**src/hw/usbc_pkg.sv**
```systemverilog
package usbc_pkg;
   // Register byte offsets
   localparam logic [7:0] OFS_CTRL = 8'h00;
   localparam logic [7:0] OFS_DESC = 8'h04;
   localparam logic [7:0] OFS_STAT = 8'h08;
   localparam logic [7:0] OFS_IRQ = 8'h0c;
   localparam logic [7:0] OFS_MASK = 8'h10;
   localparam logic [7:0] OFS_WAKE = 8'h14;
   localparam logic [7:0] OFS_ALT = 8'h18;
   localparam logic [1:0] RESP_OK = 2'h0;
   localparam logic [1:0] RESP_SLVERR = 2'h2;
   // CTRL bit 7 written as one re-runs the boot latch
   localparam int CTRL_REBOOT_BIT = 7;
   // Configuration record, same layout in NVRAM and in CTRL[6:0]
   typedef struct packed {
      logic dfu_en;
      logic hid_emulation;
      logic self_pwr;
      logic bt_en;
      logic kbd_en;
      logic mouse_en;
      logic hub_en;
   } cfg_type;
   localparam cfg_type CFG_RST = 7'h08;
   // Descriptor identifiers
   typedef struct packed {
      logic [15:0] pid;
      logic [15:0] vid;
   } desc_type;
   // Arbitrary neutral identifiers
   localparam desc_type DESC_RST = 32'h0002_0001;
   // Endpoint addresses
   localparam logic [7:0] EP_CTRL = 8'h00;
   localparam logic [7:0] EP_EVT_IN = 8'h81;
   localparam logic [7:0] EP_ACL_IN = 8'h82;
   localparam logic [7:0] EP_ACL_OUT = 8'h02;
   localparam logic [7:0] EP_SCO_IN = 8'h83;
   localparam logic [7:0] EP_SCO_OUT = 8'h03;
   localparam logic [7:0] EP_DBG_IN = 8'h84;
   localparam logic [7:0] EP_DBG_OUT = 8'h04;
   localparam logic [1:0] TT_CTRL = 2'h0;
   localparam logic [1:0] TT_ISO = 2'h1;
   localparam logic [1:0] TT_BULK = 2'h2;
   localparam logic [1:0] TT_INT = 2'h3;
   typedef struct packed {
      logic ok;
      logic [1:0] iface;
      logic [1:0] ttype;
   } ep_info_type;
   localparam ep_info_type EP_NONE = 5'h00;
   // Interrupt status bits
   localparam int IRQ_ACT = 0;
   localparam int IRQ_SUSP = 1;
   localparam int IRQ_RESUME = 2;
   localparam int IRQ_BOOT = 3;
   localparam int IRQ_STDREQ = 4;
   localparam int IRQ_W = 5;
   localparam int PORT_BT = 2;
   localparam int FULL_SPEED_MBPS = 12;
   // Remote wake resume drive time
   localparam int CLK_PERIOD_NS = 25;
   localparam int RESUME_NS = 1000000;
   localparam int RESUME_CYC = (RESUME_NS + CLK_PERIOD_NS - 1) / CLK_PERIOD_NS;
   typedef enum logic [2:0] {
      ST_ACTIVE = 3'b001,
      ST_SUSP = 3'b010,
      ST_WAKE = 3'b100
   } pm_state_type;
endpackage
```
**src/hw/usb_compound_ctrl.sv**
```systemverilog
// What this block does
// - Boot as single device or hub
// - Hub exposes up to three connected ports
// - Ports 1,2 lite HID, port 3 Bluetooth
// - Interface 0: control, ACL, event endpoints
// - Interface 1: isochronous SCO, alternate settings
// - Interface 2: debug bulk endpoints, always mapped
// - Same three interfaces in both modes
// - Mouse or keyboard needs hub enabled
// - Descriptors programmable, loaded from NVRAM
// - Each internal device enabled by record
// - Bus activity selects USB transport
// - Everything runs at full speed
// - Global, selective suspend; remote wake-up
// - Bus or self power, dynamic config
// - HID, DFU and boot-time HID emulation
// - Emulated HID looks directly attached
// - Hub mode answers standard requests itself
//
// The AXI4-Lite slave port and the placing of the registers were chosen for this implementation.
`timescale 1ns/1ps
module usb_compound_ctrl #(
   parameter int NUM_PORTS = 3,
   parameter int NUM_ALT = 6,
   parameter int RESUME_CYCLES = usbc_pkg::RESUME_CYC
) (
   // Clock and reset
   input wire logic aclk,
   input wire logic aresetn,
   // AXI4-Lite slave
   input wire logic [7:0] s_axi_awaddr,
   input wire logic s_axi_awvalid,
   output logic s_axi_awready,
   input wire logic [31:0] s_axi_wdata,
   input wire logic [3:0] s_axi_wstrb,
   input wire logic s_axi_wvalid,
   output logic s_axi_wready,
   output logic [1:0] s_axi_bresp,
   output logic s_axi_bvalid,
   input wire logic s_axi_bready,
   input wire logic [7:0] s_axi_araddr,
   input wire logic s_axi_arvalid,
   output logic s_axi_arready,
   output logic [31:0] s_axi_rdata,
   output logic [1:0] s_axi_rresp,
   output logic s_axi_rvalid,
   input wire logic s_axi_rready,
   // NVRAM configuration record
   input wire logic nv_valid,
   input wire usbc_pkg::cfg_type nv_cfg,
   input wire usbc_pkg::desc_type nv_desc,
   // USB function engine side
   input wire logic bus_activity,
   input wire logic bus_suspend,
   input wire logic [NUM_PORTS-1:0] port_suspend,
   input wire logic wake_allowed,
   input wire logic tok_valid,
   input wire logic [7:0] tok_ep,
   input wire logic setup_valid,
   input wire logic [1:0] setup_func,
   // Status toward the function engine
   output usbc_pkg::desc_type desc_out,
   output logic hub_mode,
   output logic [NUM_PORTS-1:0] port_connected,
   output logic [NUM_PORTS-1:0] port_is_hid,
   output logic self_powered,
   output logic full_speed,
   output logic usb_transport,
   output logic boot_hid,
   output logic dfu_enabled,
   output logic suspended,
   output logic resume_drive,
   output usbc_pkg::ep_info_type ep_info,
   output logic std_ack,
   output logic irq
);
   usbc_pkg::cfg_type cfg_ff;
   usbc_pkg::cfg_type live_ff;
   usbc_pkg::desc_type desc_ff;
   usbc_pkg::pm_state_type pm_ff;
   usbc_pkg::ep_info_type ep_ff;
   logic awready_ff, wready_ff, bvalid_ff, arready_ff, rvalid_ff;
   logic [1:0] bresp_ff, rresp_ff;
   logic [31:0] rdata_ff;
   logic hub_ff, xport_ff, susp_ff, drive_ff, ack_ff, irq_ff, fs_ff;
   logic [NUM_PORTS-1:0] conn_ff, hid_ff;
   logic [usbc_pkg::IRQ_W-1:0] stat_ff, mask_ff, nxt_stat;
   logic [2:0] alt_ff;
   logic [31:0] wake_cnt_ff;
   logic act_seen_ff, wake_req_ff;
   logic wr_go, rd_go, reboot, boot, hit_w, hit_r;
   logic [31:0] rd_val;
   logic [NUM_PORTS-1:0] en_vec;
   // Write takes address and data together, read is separate
   assign wr_go = s_axi_awvalid && s_axi_wvalid && !bvalid_ff && !awready_ff;
   assign rd_go = s_axi_arvalid && !rvalid_ff && !arready_ff;
   assign hit_w = (s_axi_awaddr <= usbc_pkg::OFS_ALT) && (s_axi_awaddr[1:0] == 2'h0);
   assign hit_r = (s_axi_araddr <= usbc_pkg::OFS_ALT) && (s_axi_araddr[1:0] == 2'h0);
   assign reboot = wr_go && s_axi_awaddr == usbc_pkg::OFS_CTRL && s_axi_wstrb[0]
      && s_axi_wdata[usbc_pkg::CTRL_REBOOT_BIT];
   // Boot latch fires on an NVRAM record or a soft reboot
   assign boot = nv_valid || reboot;
   // AXI handshake, one-cycle ready pulses
   always_ff @(posedge aclk) begin
      if (!aresetn) begin
         awready_ff <= 1'b0;
         wready_ff <= 1'b0;
         bvalid_ff <= 1'b0;
         bresp_ff <= usbc_pkg::RESP_OK;
      end else begin
         awready_ff <= wr_go;
         wready_ff <= wr_go;
         if (wr_go) begin
            bvalid_ff <= 1'b1;
            bresp_ff <= hit_w ? usbc_pkg::RESP_OK : usbc_pkg::RESP_SLVERR;
         end else if (s_axi_bready) begin
            bvalid_ff <= 1'b0;
         end
      end
   end
   // Read mux; status shows the block's own state plus the live port_suspend input
   always_comb begin
      rd_val = 32'h0000_0000;
      case (s_axi_araddr)
         usbc_pkg::OFS_CTRL: rd_val = {25'h0, cfg_ff};
         usbc_pkg::OFS_DESC: rd_val = desc_ff;
         usbc_pkg::OFS_STAT: rd_val = {20'h0, pm_ff, port_suspend, xport_ff, conn_ff,
            hub_ff, fs_ff};
         usbc_pkg::OFS_IRQ: rd_val = {27'h0, stat_ff};
         usbc_pkg::OFS_MASK: rd_val = {27'h0, mask_ff};
         usbc_pkg::OFS_WAKE: rd_val = {31'h0, wake_req_ff};
         usbc_pkg::OFS_ALT: rd_val = {29'h0, alt_ff};
         default: rd_val = 32'h0000_0000;
      endcase
   end
   always_ff @(posedge aclk) begin
      if (!aresetn) begin
         arready_ff <= 1'b0;
         rvalid_ff <= 1'b0;
         rdata_ff <= 32'h0000_0000;
         rresp_ff <= usbc_pkg::RESP_OK;
      end else begin
         arready_ff <= rd_go;
         if (rd_go) begin
            rvalid_ff <= 1'b1;
            rdata_ff <= rd_val;
            rresp_ff <= hit_r ? usbc_pkg::RESP_OK : usbc_pkg::RESP_SLVERR;
         end else if (s_axi_rready) begin
            rvalid_ff <= 1'b0;
         end
      end
   end
   // Programmable configuration and descriptors; NVRAM record wins a tie
   always_ff @(posedge aclk) begin
      if (!aresetn) begin
         cfg_ff <= usbc_pkg::CFG_RST;
         desc_ff <= usbc_pkg::DESC_RST;
      end else if (nv_valid) begin
         cfg_ff <= nv_cfg;
         desc_ff <= nv_desc;
      end else if (wr_go) begin
         if (s_axi_awaddr == usbc_pkg::OFS_CTRL && s_axi_wstrb[0])
            cfg_ff <= s_axi_wdata[6:0];
         if (s_axi_awaddr == usbc_pkg::OFS_DESC) begin
            for (int b = 0; b < 4; b++) begin
               if (s_axi_wstrb[b])
                  desc_ff[b*8 +: 8] <= s_axi_wdata[b*8 +: 8];
            end
         end
      end
   end
   // Per-port enables; HID ports need the hub
   assign en_vec = {live_ff.bt_en, live_ff.kbd_en, live_ff.mouse_en};
   // Session latch: mode and port presence only move at a boot
   always_ff @(posedge aclk) begin
      if (!aresetn) begin
         live_ff <= usbc_pkg::CFG_RST;
         hub_ff <= 1'b0;
         conn_ff <= '0;
      end else begin
         // A soft reboot takes the word being written, not the old CTRL
         if (nv_valid)
            live_ff <= nv_cfg;
         else if (reboot)
            live_ff <= s_axi_wdata[6:0];
         hub_ff <= live_ff.hub_en;
         for (int p = 0; p < NUM_PORTS; p++) begin
            // Lite HID cores need the hub, otherwise nothing appears
            conn_ff[p] <= live_ff.hub_en && en_vec[p];
         end
      end
   end
   // Port roles: lite HID cores on ports 1 and 2, full core on 3
   always_ff @(posedge aclk) begin
      if (!aresetn) begin
         hid_ff <= '0;
      end else begin
         for (int p = 0; p < NUM_PORTS; p++) begin
            hid_ff[p] <= (p != usbc_pkg::PORT_BT) && conn_ff[p];
         end
      end
   end
   // Full speed is the only speed offered, high from the first edge
   always_ff @(posedge aclk) begin
      if (!aresetn) begin
         fs_ff <= 1'b0;
      end else begin
         fs_ff <= 1'b1;
      end
   end
   // Transport latches on first bus activity and stays
   always_ff @(posedge aclk) begin
      if (!aresetn) begin
         xport_ff <= 1'b0;
         act_seen_ff <= 1'b0;
      end else begin
         act_seen_ff <= bus_activity;
         if (bus_activity)
            xport_ff <= 1'b1;
      end
   end
   // Suspend and remote wake state machine
   always_ff @(posedge aclk) begin
      if (!aresetn) begin
         pm_ff <= usbc_pkg::ST_ACTIVE;
         wake_cnt_ff <= 32'h0000_0000;
         wake_req_ff <= 1'b0;
         drive_ff <= 1'b0;
         susp_ff <= 1'b0;
      end else begin
         if (wr_go && s_axi_awaddr == usbc_pkg::OFS_WAKE && s_axi_wstrb[0])
            wake_req_ff <= s_axi_wdata[0];
         case (pm_ff)
            usbc_pkg::ST_ACTIVE: begin
               if (bus_suspend) begin
                  pm_ff <= usbc_pkg::ST_SUSP;
                  susp_ff <= 1'b1;
               end
            end
            usbc_pkg::ST_SUSP: begin
               if (!bus_suspend) begin
                  pm_ff <= usbc_pkg::ST_ACTIVE;
                  susp_ff <= 1'b0;
               end else if (wake_req_ff && wake_allowed) begin
                  // Host must have armed wake, else the request waits
                  pm_ff <= usbc_pkg::ST_WAKE;
                  wake_cnt_ff <= 32'(RESUME_CYCLES - 1);
                  drive_ff <= 1'b1;
                  wake_req_ff <= 1'b0;
               end
            end
            usbc_pkg::ST_WAKE: begin
               if (wake_cnt_ff == 32'h0000_0000) begin
                  pm_ff <= usbc_pkg::ST_ACTIVE;
                  drive_ff <= 1'b0;
                  susp_ff <= 1'b0;
               end else begin
                  wake_cnt_ff <= wake_cnt_ff - 32'h0000_0001;
               end
            end
            default: begin
               pm_ff <= usbc_pkg::ST_ACTIVE;
               drive_ff <= 1'b0;
               susp_ff <= 1'b0;
            end
         endcase
      end
   end
   // Alternate setting of the SCO interface, writes beyond what exists are ignored
   always_ff @(posedge aclk) begin
      if (!aresetn) begin
         alt_ff <= 3'h0;
      end else if (wr_go && s_axi_awaddr == usbc_pkg::OFS_ALT && s_axi_wstrb[0]
         && 32'(s_axi_wdata[2:0]) < NUM_ALT) begin
         alt_ff <= s_axi_wdata[2:0];
      end
   end
   // Endpoint map; identical in both modes, only the SCO alternate setting gates it
   always_ff @(posedge aclk) begin
      if (!aresetn) begin
         ep_ff <= usbc_pkg::EP_NONE;
      end else if (tok_valid) begin
         case (tok_ep)
            usbc_pkg::EP_CTRL: ep_ff <= {1'b1, 2'h0, usbc_pkg::TT_CTRL};
            usbc_pkg::EP_EVT_IN: ep_ff <= {1'b1, 2'h0, usbc_pkg::TT_INT};
            usbc_pkg::EP_ACL_IN, usbc_pkg::EP_ACL_OUT:
               ep_ff <= {1'b1, 2'h0, usbc_pkg::TT_BULK};
            // Alternate 0 reserves no isochronous bandwidth
            usbc_pkg::EP_SCO_IN, usbc_pkg::EP_SCO_OUT:
               ep_ff <= {alt_ff != 3'h0, 2'h1, usbc_pkg::TT_ISO};
            usbc_pkg::EP_DBG_IN, usbc_pkg::EP_DBG_OUT:
               ep_ff <= {1'b1, 2'h2, usbc_pkg::TT_BULK};
            default: ep_ff <= usbc_pkg::EP_NONE;
         endcase
      end
   end
   // Standard requests answered for every present function
   always_ff @(posedge aclk) begin
      if (!aresetn) begin
         ack_ff <= 1'b0;
      end else begin
         ack_ff <= setup_valid && (setup_func < 2'(NUM_PORTS))
            && (hub_ff ? conn_ff[setup_func] : (setup_func == 2'(usbc_pkg::PORT_BT)));
      end
   end
   // Sticky status, set wins over write-one-to-clear
   always_comb begin
      nxt_stat = stat_ff;
      if (wr_go && s_axi_awaddr == usbc_pkg::OFS_IRQ && s_axi_wstrb[0])
         nxt_stat = stat_ff & ~s_axi_wdata[usbc_pkg::IRQ_W-1:0];
      if (bus_activity && !act_seen_ff)
         nxt_stat[usbc_pkg::IRQ_ACT] = 1'b1;
      if (bus_suspend && pm_ff == usbc_pkg::ST_ACTIVE)
         nxt_stat[usbc_pkg::IRQ_SUSP] = 1'b1;
      if (pm_ff == usbc_pkg::ST_SUSP && !bus_suspend)
         nxt_stat[usbc_pkg::IRQ_RESUME] = 1'b1;
      if (boot)
         nxt_stat[usbc_pkg::IRQ_BOOT] = 1'b1;
      if (ack_ff)
         nxt_stat[usbc_pkg::IRQ_STDREQ] = 1'b1;
   end
   always_ff @(posedge aclk) begin
      if (!aresetn) begin
         stat_ff <= '0;
         mask_ff <= '0;
         irq_ff <= 1'b0;
      end else begin
         stat_ff <= nxt_stat;
         if (wr_go && s_axi_awaddr == usbc_pkg::OFS_MASK && s_axi_wstrb[0])
            mask_ff <= s_axi_wdata[usbc_pkg::IRQ_W-1:0];
         irq_ff <= |(stat_ff & mask_ff);
      end
   end
   // Outputs straight from flops
   assign s_axi_awready = awready_ff;
   assign s_axi_wready = wready_ff;
   assign s_axi_bvalid = bvalid_ff;
   assign s_axi_bresp = bresp_ff;
   assign s_axi_arready = arready_ff;
   assign s_axi_rvalid = rvalid_ff;
   assign s_axi_rdata = rdata_ff;
   assign s_axi_rresp = rresp_ff;
   assign desc_out = desc_ff;
   assign hub_mode = hub_ff;
   assign port_connected = conn_ff;
   assign port_is_hid = hid_ff;
   assign self_powered = live_ff.self_pwr;
   assign full_speed = fs_ff;
   assign usb_transport = xport_ff;
   assign boot_hid = live_ff.hid_emulation;
   assign dfu_enabled = live_ff.dfu_en;
   assign suspended = susp_ff;
   assign resume_drive = drive_ff;
   assign ep_info = ep_ff;
   assign std_ack = ack_ff;
   assign irq = irq_ff;
endmodule

```
**config.mk**
```make
export PLATFORM = sky130hd
export DESIGN_NAME = usb_compound_ctrl
export DESIGN_NICKNAME = d
export VERILOG_FILES = /design/src/hw/usbc_pkg.sv /design/src/hw/usb_compound_ctrl.sv
export SDC_FILE = /design/constraint.sdc
export NUM_CORES = 1
export LEC_CHECK = 0
export BUFFER_PORTS_ARGS = -buffer_cell sky130_fd_sc_hd__buf_2
export CORE_ASPECT_RATIO = 1.2
export CORE_MARGIN = 4
export CORE_UTILIZATION = 40
export DETAILED_ROUTE_END_ITERATION = 8
export MAX_ROUTING_LAYER = met4
export PLACE_DENSITY = 0.63
export SKIP_CTS_REPAIR_TIMING = 1
export SKIP_LAST_GASP = 1
export SYNTH_ARGS = -nofsm -noshare
export SYNTH_HDL_FRONTEND = slang
export SYNTH_SLANG_ARGS = --single-unit
```
**constraint.sdc**
```tcl
create_clock -name aclk -period 2.1 [get_ports aclk]
set_input_delay 0.42 -clock aclk [delete_from_list [all_inputs] [get_ports aclk]]
set_output_delay 0.42 -clock aclk [all_outputs]
set_load 0.01 [all_outputs]
```
==> results of run 1 <==
==> power breakdown <==
| part | internal (uW) | leakage, uW | switching (uW) | total [uW] |
|---|---|---|---|---|
| registers | 2950 | 0.00123 | 72.2 | 3020 |
| clock network | 1600 | 0.000275 | 1340 | 2940 |
| logic | 263 | 0.00249 | 362 | 626 |
==> metal layers <==
metal | vias up | share of wire | GRT usage
met5 | - | 0 | -
met1 | 3073 | 0.41 | 0.262
li1 | 3347 | - | -
met4 | 0 | 0.027 | 0.0832
met3 | 36 | 0.045 | 0.0427
met2 | 186 | 0.51 | 0.372
==> flip-flops by register name, summed over array words and instances, names as in the netlist, 3 cells and up <==
name / count
port_connected: 3
mask_ff: 5
s_axi_rdata: 32
desc_out: 32
wake_cnt_ff: 32
en_vec: 3
stat_ff: 5
pm_ff: 3
cfg_ff: 7
alt_ff: 3
ep_info: 5
==> cell families (layout without fill, tap and decap cells) <==
logic type / after synthesis / count (layout) / synth area share
AOI/OAI and AO/OA: 211 / 212 / 0.197
other: 1 / 3 / 0.000548
muxes: 64 / 64 / 0.0947
and+or+nand+nor: 274 / 274 / 0.214
DFF: 151 / 151 / 0.442
adders and majority gates: 1 / 1 / 0.00183
buffers and inverters: 62 / 310 / 0.0400
xor gates and xnor gates: 8 / 8 / 0.0102
==> layout by cell type, fill, tap and decap left out, types with 3 or more instances in the layout <==
cell type	n
o211ai_1	4
nor2_1	73
dfxtp_1	149
a22o_1	8
mux2i_1	61
xnor2_1	8
or3_1	18
a32oi_1	4
or4_1	9
nor3_1	14
a31oi_1	11
o21ai_0	38
nor3b_1	3
and3_1	6
nor4_4	4
inv_6	7
clkbuf_16	17
nand4b_1	3
nor2b_1	3
buf_12	5
buf_4	51
buf_2	208
conb_1	3
nand3b_1	4
nand4_1	8
and2_1	6
nand2b_1	4
nand3_1	32
inv_8	3
o31ai_1	7
a211oi_1	30
nand2_1	59
a21oi_1	75
nor4_1	5
inv_1	10
a31o_2	4
a2111oi_0	3
a22oi_1	10
==> cells in the mapped netlist (all sizes together) (5+ instances only) <==
| library cell | number | area (sq um) |
|---|---|---|
| or3 | 18 | 113 |
| dfxtp | 151 | 3020 |
| a211oi | 30 | 225 |
| inv | 11 | 41.3 |
| and2 | 7 | 43.8 |
| a22o | 8 | 70.1 |
| clkbuf | 31 | 118 |
| nand3 | 33 | 165 |
| nand2 | 59 | 221 |
| buf | 19 | 111 |
| nor2 | 74 | 280 |
| a22oi | 10 | 75.1 |
| nor3 | 15 | 75.1 |
| a31oi | 11 | 68.8 |
| nand4 | 8 | 50.1 |
| a21oi | 77 | 385 |
| nor4 | 11 | 114 |
| xnor2 | 8 | 70.1 |
| o31ai | 7 | 52.6 |
| or4 | 10 | 78.8 |
| nor3b | 5 | 42.5 |
| mux2i | 61 | 611 |
| o21ai | 38 | 190 |
| and3 | 6 | 37.5 |
==> metrics by stage <==
step / std cells / instance area (sq um) / setup WS [ns] / setup TNS [ns] / utilization
floorplan: 774 / 6850 / -0.143 / -0.143 / -
global placement: 1200 / 8400 / -0.0530 / -0.395 / 0.498
detailed placement: 1200 / 8400 / -0.147 / -1.42 / 0.498
CTS: 1232 / 8960 / -0.0311 / -0.0596 / 0.532
global route: 1239 / 9100 / -0.0604 / -0.0961 / 0.540
finish: 1239 / 9100 / 0.0886 / 0 / 0.540
==> layout make-up <==
cell class	instances	area (sq um)
fillers	1607	7750
multi-input cells	562	3650
flip-flops and latches	151	3030
repair buffers	266	1550
clock buffers	18	439
well taps	216	270
clock inverters	14	128
inverters	12	45.0
==> how the worst max path moves through the flow <==
stage / depth (start not counted) / from / end
finish: 9 / wake_cnt_ff[1] / wake_cnt_ff[30]
global route: 5 / wake_cnt_ff[16] / wake_cnt_ff[29]
detailed placement: 6 / s_axi_awaddr[0] / desc_out[11]
global placement: 6 / s_axi_awaddr[0] / desc_out[14]
CTS: 7 / wake_cnt_ff[0] / wake_cnt_ff[27]
floorplan: 6 / s_axi_awaddr[0] / desc_out[0]
==> metrics, run 1 <==
Post-synth EDFFs=0; vias in the first global route=6366; max incr delay on CP=0.54 ns; clk_skew=0.00865 ns; CP Buf/Inv Count=3; Cell Area, Synth=a little under 7000 sq um; Ports=~210; GRT Total Usage=0.221; Max Slew Vio Count=0; slew margin rel.=0.495; min-delay src=bus_activity; Top delay family on crit path=simple AND/OR/NAND/NOR gates; htree depth=4; n_diodes=0; worst r2r src=wake_cnt_ff[1]; Die X=127 um; CP max-delay cell=or4b_1; R2R setup slack=0.09 ns; clk_lat worst skew=0.43 ns; IO Port Bufs=207; worst vdd ir=about 0.6 mV; # clock sinks=151; overall power=6590 uW; CP Cell Sequence=inv_1 > ha_2 > nor4b_4 > and2_4 > buf_6 > buf_6 > nand3_4 > or4b_1 > a21oi_2; CTS tree=done; Worst Hold Class=primary input to flip-flop; Req. time, crit path=2.46 ns; chip height=151 um; layout cell share with drive strength beyond 1=0.324; CP Max Fanout=5; crit path capture type=flip-flop; Yosys cell types=between 60 and 70; CTS max path bufs=2; Final Cycle Share=0.958; Worst Hold End=act_seen_ff; Area growth syn-to-layout=33.0%; RePlAce Congestion=~0.88; CTS Root Cell=clkbuf_16; hold path depth=2; core region area=16900 sq um; leakage=0.00400 uW; Synth warnings=0; Initial Util=0.406; fin crit period=2.01 ns; most used cell, CP=buf_6; Power Density=724 nW/um^2; unrepaired setup endpoints after global routing=true; drt total wl=roughly 21000 um; final hold slack=0.227 ns; Via Count=6642; Crit path arrival time=2.37 ns; Row Count=52; Worst R2R End=wake_cnt_ff[30]; antenna violations before repair=0; Max Fclk=0.497 GHz; clk slew on worst S/H paths=0.07 ns; area of the die=19300 sq um; largest net degree at the start of global routing=50; syn avg cell area=8.86 sq um; Mapped Cells=772; worst slew pin tran=0.756 ns; Post-DRT Antenna Nets=0; drt first pass iters=4; final setup fails=0; routed length per instance=between 15 and 20 um; Post-DP HPWL=15700 um; main flop type after synthesis=dfxtp_1; asr flop ratio synth=0; Final #Nets=1128; Final Hold Viols=0; synthesized flop and latch total=151; Startpoint Class=flip-flop; Num CTS Buffers=17; outcome=finished clean; GRT Residual Overflow=0; max cap viols=0; post-synthesis sequential area ratio=0.442; first-pass GRT wire length=32800 um; Remaining DRCs=0; vias per cell=5.36; R2R cell count=9; Setup CP Type=flip-flop to flip-flop; DR iter-0 viols=490
(Power assumes the default switching activity.)
==> run 2: changes to the inputs <==
--- a/config.mk
+++ b/config.mk
@@ -7,5 +7,5 @@
 export LEC_CHECK = 0
 export BUFFER_PORTS_ARGS = -buffer_cell sky130_fd_sc_hd__buf_2
-export CORE_ASPECT_RATIO = 1.2
+export CORE_ASPECT_RATIO = 0.9
 export CORE_MARGIN = 4
 export CORE_UTILIZATION = 40
==> constraint.sdc (replaced) <==
create_clock -name aclk -period 2.1 [get_ports aclk]
set_input_delay 0 -clock aclk [delete_from_list [all_inputs] [get_ports aclk]]
set_output_delay 0 -clock aclk [all_outputs]
set_load 0.01 [all_outputs]
==> run 2 against run 1 <==
The flow now finishes with violations (hold timing). Global-route usage decreased by 0.24 points. Power increased by 2.0%. Sequential cell count unchanged. Die area about the same. Cell count increased by 5.6%. Critical path depth decreased by 2. Utilization increased by 4.1 points. Via count increased by 5.8%. Combinational power increased by 22%. Hold slack got worse by 0.29 ns. First-iteration DRC count decreased by 19%. Clock skew increased by 0.0060 ns. Largest cell class unchanged.
==> metrics, run 2 (synthesis results as in run 1) <==
Ports=211 (unchanged); Setup CP Type=primary input to flip-flop (was flip-flop to flip-flop); commonest non-fill, non-tap cell in the layout=buf_2 (unchanged); Num CTS Buffers=17 (unchanged); largest net degree at the start of global routing=56 (was 50); dpl ws=-0.0430 ns (was -0.147 ns); GRT Residual Overflow=0 (unchanged); Via Count=7029 (was 6642); Power Density=688 nW/um^2 (was 724 nW/um^2); slew margin rel.=0.523 (was 0.495); CTS tree=done (unchanged); Max Fclk=0.489 GHz (was 0.497 GHz); Worst Hold Class=primary input to flip-flop (unchanged); antenna violations before repair=2 (was 0); Area growth syn-to-layout=42.9% (was 33.0%); core region area=16800 sq um (was 16900 sq um); area of the die=19300 sq um (about the same); fin crit period=2.05 ns (was 2.01 ns); Req. time, crit path=2.47 ns (was 2.46 ns); unrepaired setup endpoints after global routing=true (unchanged); Final #Nets=1201 (was 1128); Crit path arrival time=2.42 ns (was 2.37 ns); leakage=0.00426 uW (was 0.00400 uW); IO Port Bufs=207 (unchanged); most used cell, CP=dlygate4sd3_1 (was buf_6); clk_lat worst skew=0.43 ns (about the same); Post-DRT Antenna Nets=0 (unchanged); drt first pass iters=6 (was 4); Row Count=45 (was 52); CP max-delay cell=dlygate4sd3_1 (was or4b_1); max cap viols=0 (unchanged); final hold slack=-0.0613 ns (was 0.227 ns); routed length per instance=17.1 um (was 16.9 um); vias in the first global route=6287 (was 6366); CTS max path bufs=2 (unchanged); CP Max Fanout=27 (was 5); Top delay family on crit path=buffers and inverters (was simple AND/OR/NAND/NOR gates); # clock sinks=151 (unchanged); CP Launch Point=aresetn (was wake_cnt_ff[1]); min-delay src=port_suspend[1] (was bus_activity); worst vdd ir=0.493 mV (was 0.599 mV); Final Cycle Share=0.974 (was 0.958); first-pass GRT wire length=32900 um (was 32800 um); failing checks=hold timing; chip height=132 um (was 151 um); final setup fails=0 (unchanged); RePlAce Congestion=0.884 (was 0.882); drt total wl=22300 um (was 21000 um); Final Hold Viols=3 (was 0); CP Buf/Inv Count=5 (was 3); Remaining DRCs=0 (unchanged); Startpoint Class=primary input (was flip-flop); GRT Total Usage=0.218 (was 0.221); worst r2r src=wake_cnt_ff[3] (was wake_cnt_ff[1]); clk_skew=0.0147 ns (was 0.00865 ns); max incr delay on CP=0.59 ns (was 0.54 ns); clk slew on worst S/H paths=0.07 ns (about the same); layout cell share with drive strength beyond 1=0.286 (was 0.324); crit path capture type=flip-flop (unchanged); CTS Root Cell=clkbuf_16 (unchanged); worst slew pin tran=0.711 ns (was 0.756 ns); Setup WS post-layout=0.0549 ns (was 0.0886 ns); most frequent cells in the layout=buf_2, dfxtp_1, dlygate4sd3_1, a21oi_1, nor2_1 (was buf_2, dfxtp_1, a21oi_1, nor2_1, mux2i_1); vias per cell=5.37 (was 5.36); DR iter-0 viols=396 (was 490); Max Slew Vio Count=0 (unchanged); htree depth=4 (unchanged); Die X=146 um (was 127 um); Initial Util=0.406 (about the same); CP Cell Sequence=dlygate4sd3_1 > buf_2 > buf_4 > o211ai_1 > dlygate4sd3_1 > nor2_1 > dlygate4sd3_1 (was inv_1 > ha_2 > nor4b_4 > and2_4 > buf_6 > buf_6 > nand3_4 > or4b_1 > a21oi_2); outcome=finished, violations left (was finished clean); Post-DP HPWL=15300 um (was 15700 um)
run 2: cell types whose count changed in the layout (fill, tap and decap cells not counted), moves of 2 or more:
cell           delta
buf_12            -3
inv_6             -2
diode_2           +2
buf_4             -6
buf_6             -2
dlygate4sd3_1    +85
a21oi_1           +2
a21oi_2           -2
run 2: power breakdown:
part	internal [uW]	switching (uW)
clock network	1570	1370
logic	372	390
registers	2950	72.2
total	4890	1840
run 2: tightest hold or removal path: cells and delay by family:
kind	cells	cell delay (ns)
AND/OR/NAND/NOR	1	0.08
AO/OA/AOI/OAI	2	0.17
buffers and inverters	1	0.08
run 2: worst paths after layout:
kind         cells past startpoint  slack (ns)         endpoint
min                              4       -0.06   s_axi_rdata[7]
min reg2reg                      2        0.45  s_axi_rdata[23]
max reg2reg                      5        0.05  wake_cnt_ff[27]
max                              7        0.05          std_ack
run 2: final cells by class:
| cell class | instances | area (sq um) |
|---|---|---|
| repair buffers | 339 | 2260 |
| inverters | 12 | 45.0 |
| fillers | 1472 | 7060 |
| clock inverters | 14 | 134 |
| clock buffers | 18 | 429 |
| well taps | 211 | 264 |
| diodes | 2 | 5.00 |
| flip-flops and latches | 151 | 3030 |
| multi-input cells | 562 | 3610 |
run 2: routing by layer:
metal	GRT usage	part of all wire	vias to the layer above	wire [um]
met2	0.349	0.48	264	10800
met1	0.280	0.44	3220	9720
met4	0.0617	0.026	0	590
li1	-	-	3489	-
met5	-	0	-	0
met3	0.0474	0.054	56	1220
run 2: per-stage QoR:
step	cells	util	cell area (sq um)	setup TNS (ns)	power [uW]
finish	1309	0.581	9780	0	6730
global route	1309	0.581	9780	-0.0388	6980
CTS	1219	0.526	8860	-0.214	6620
detailed placement	1187	0.493	8290	-0.0808	3710
global placement	1187	0.493	8290	-0.0286	3700
floorplan	774	-	6850	0	3400
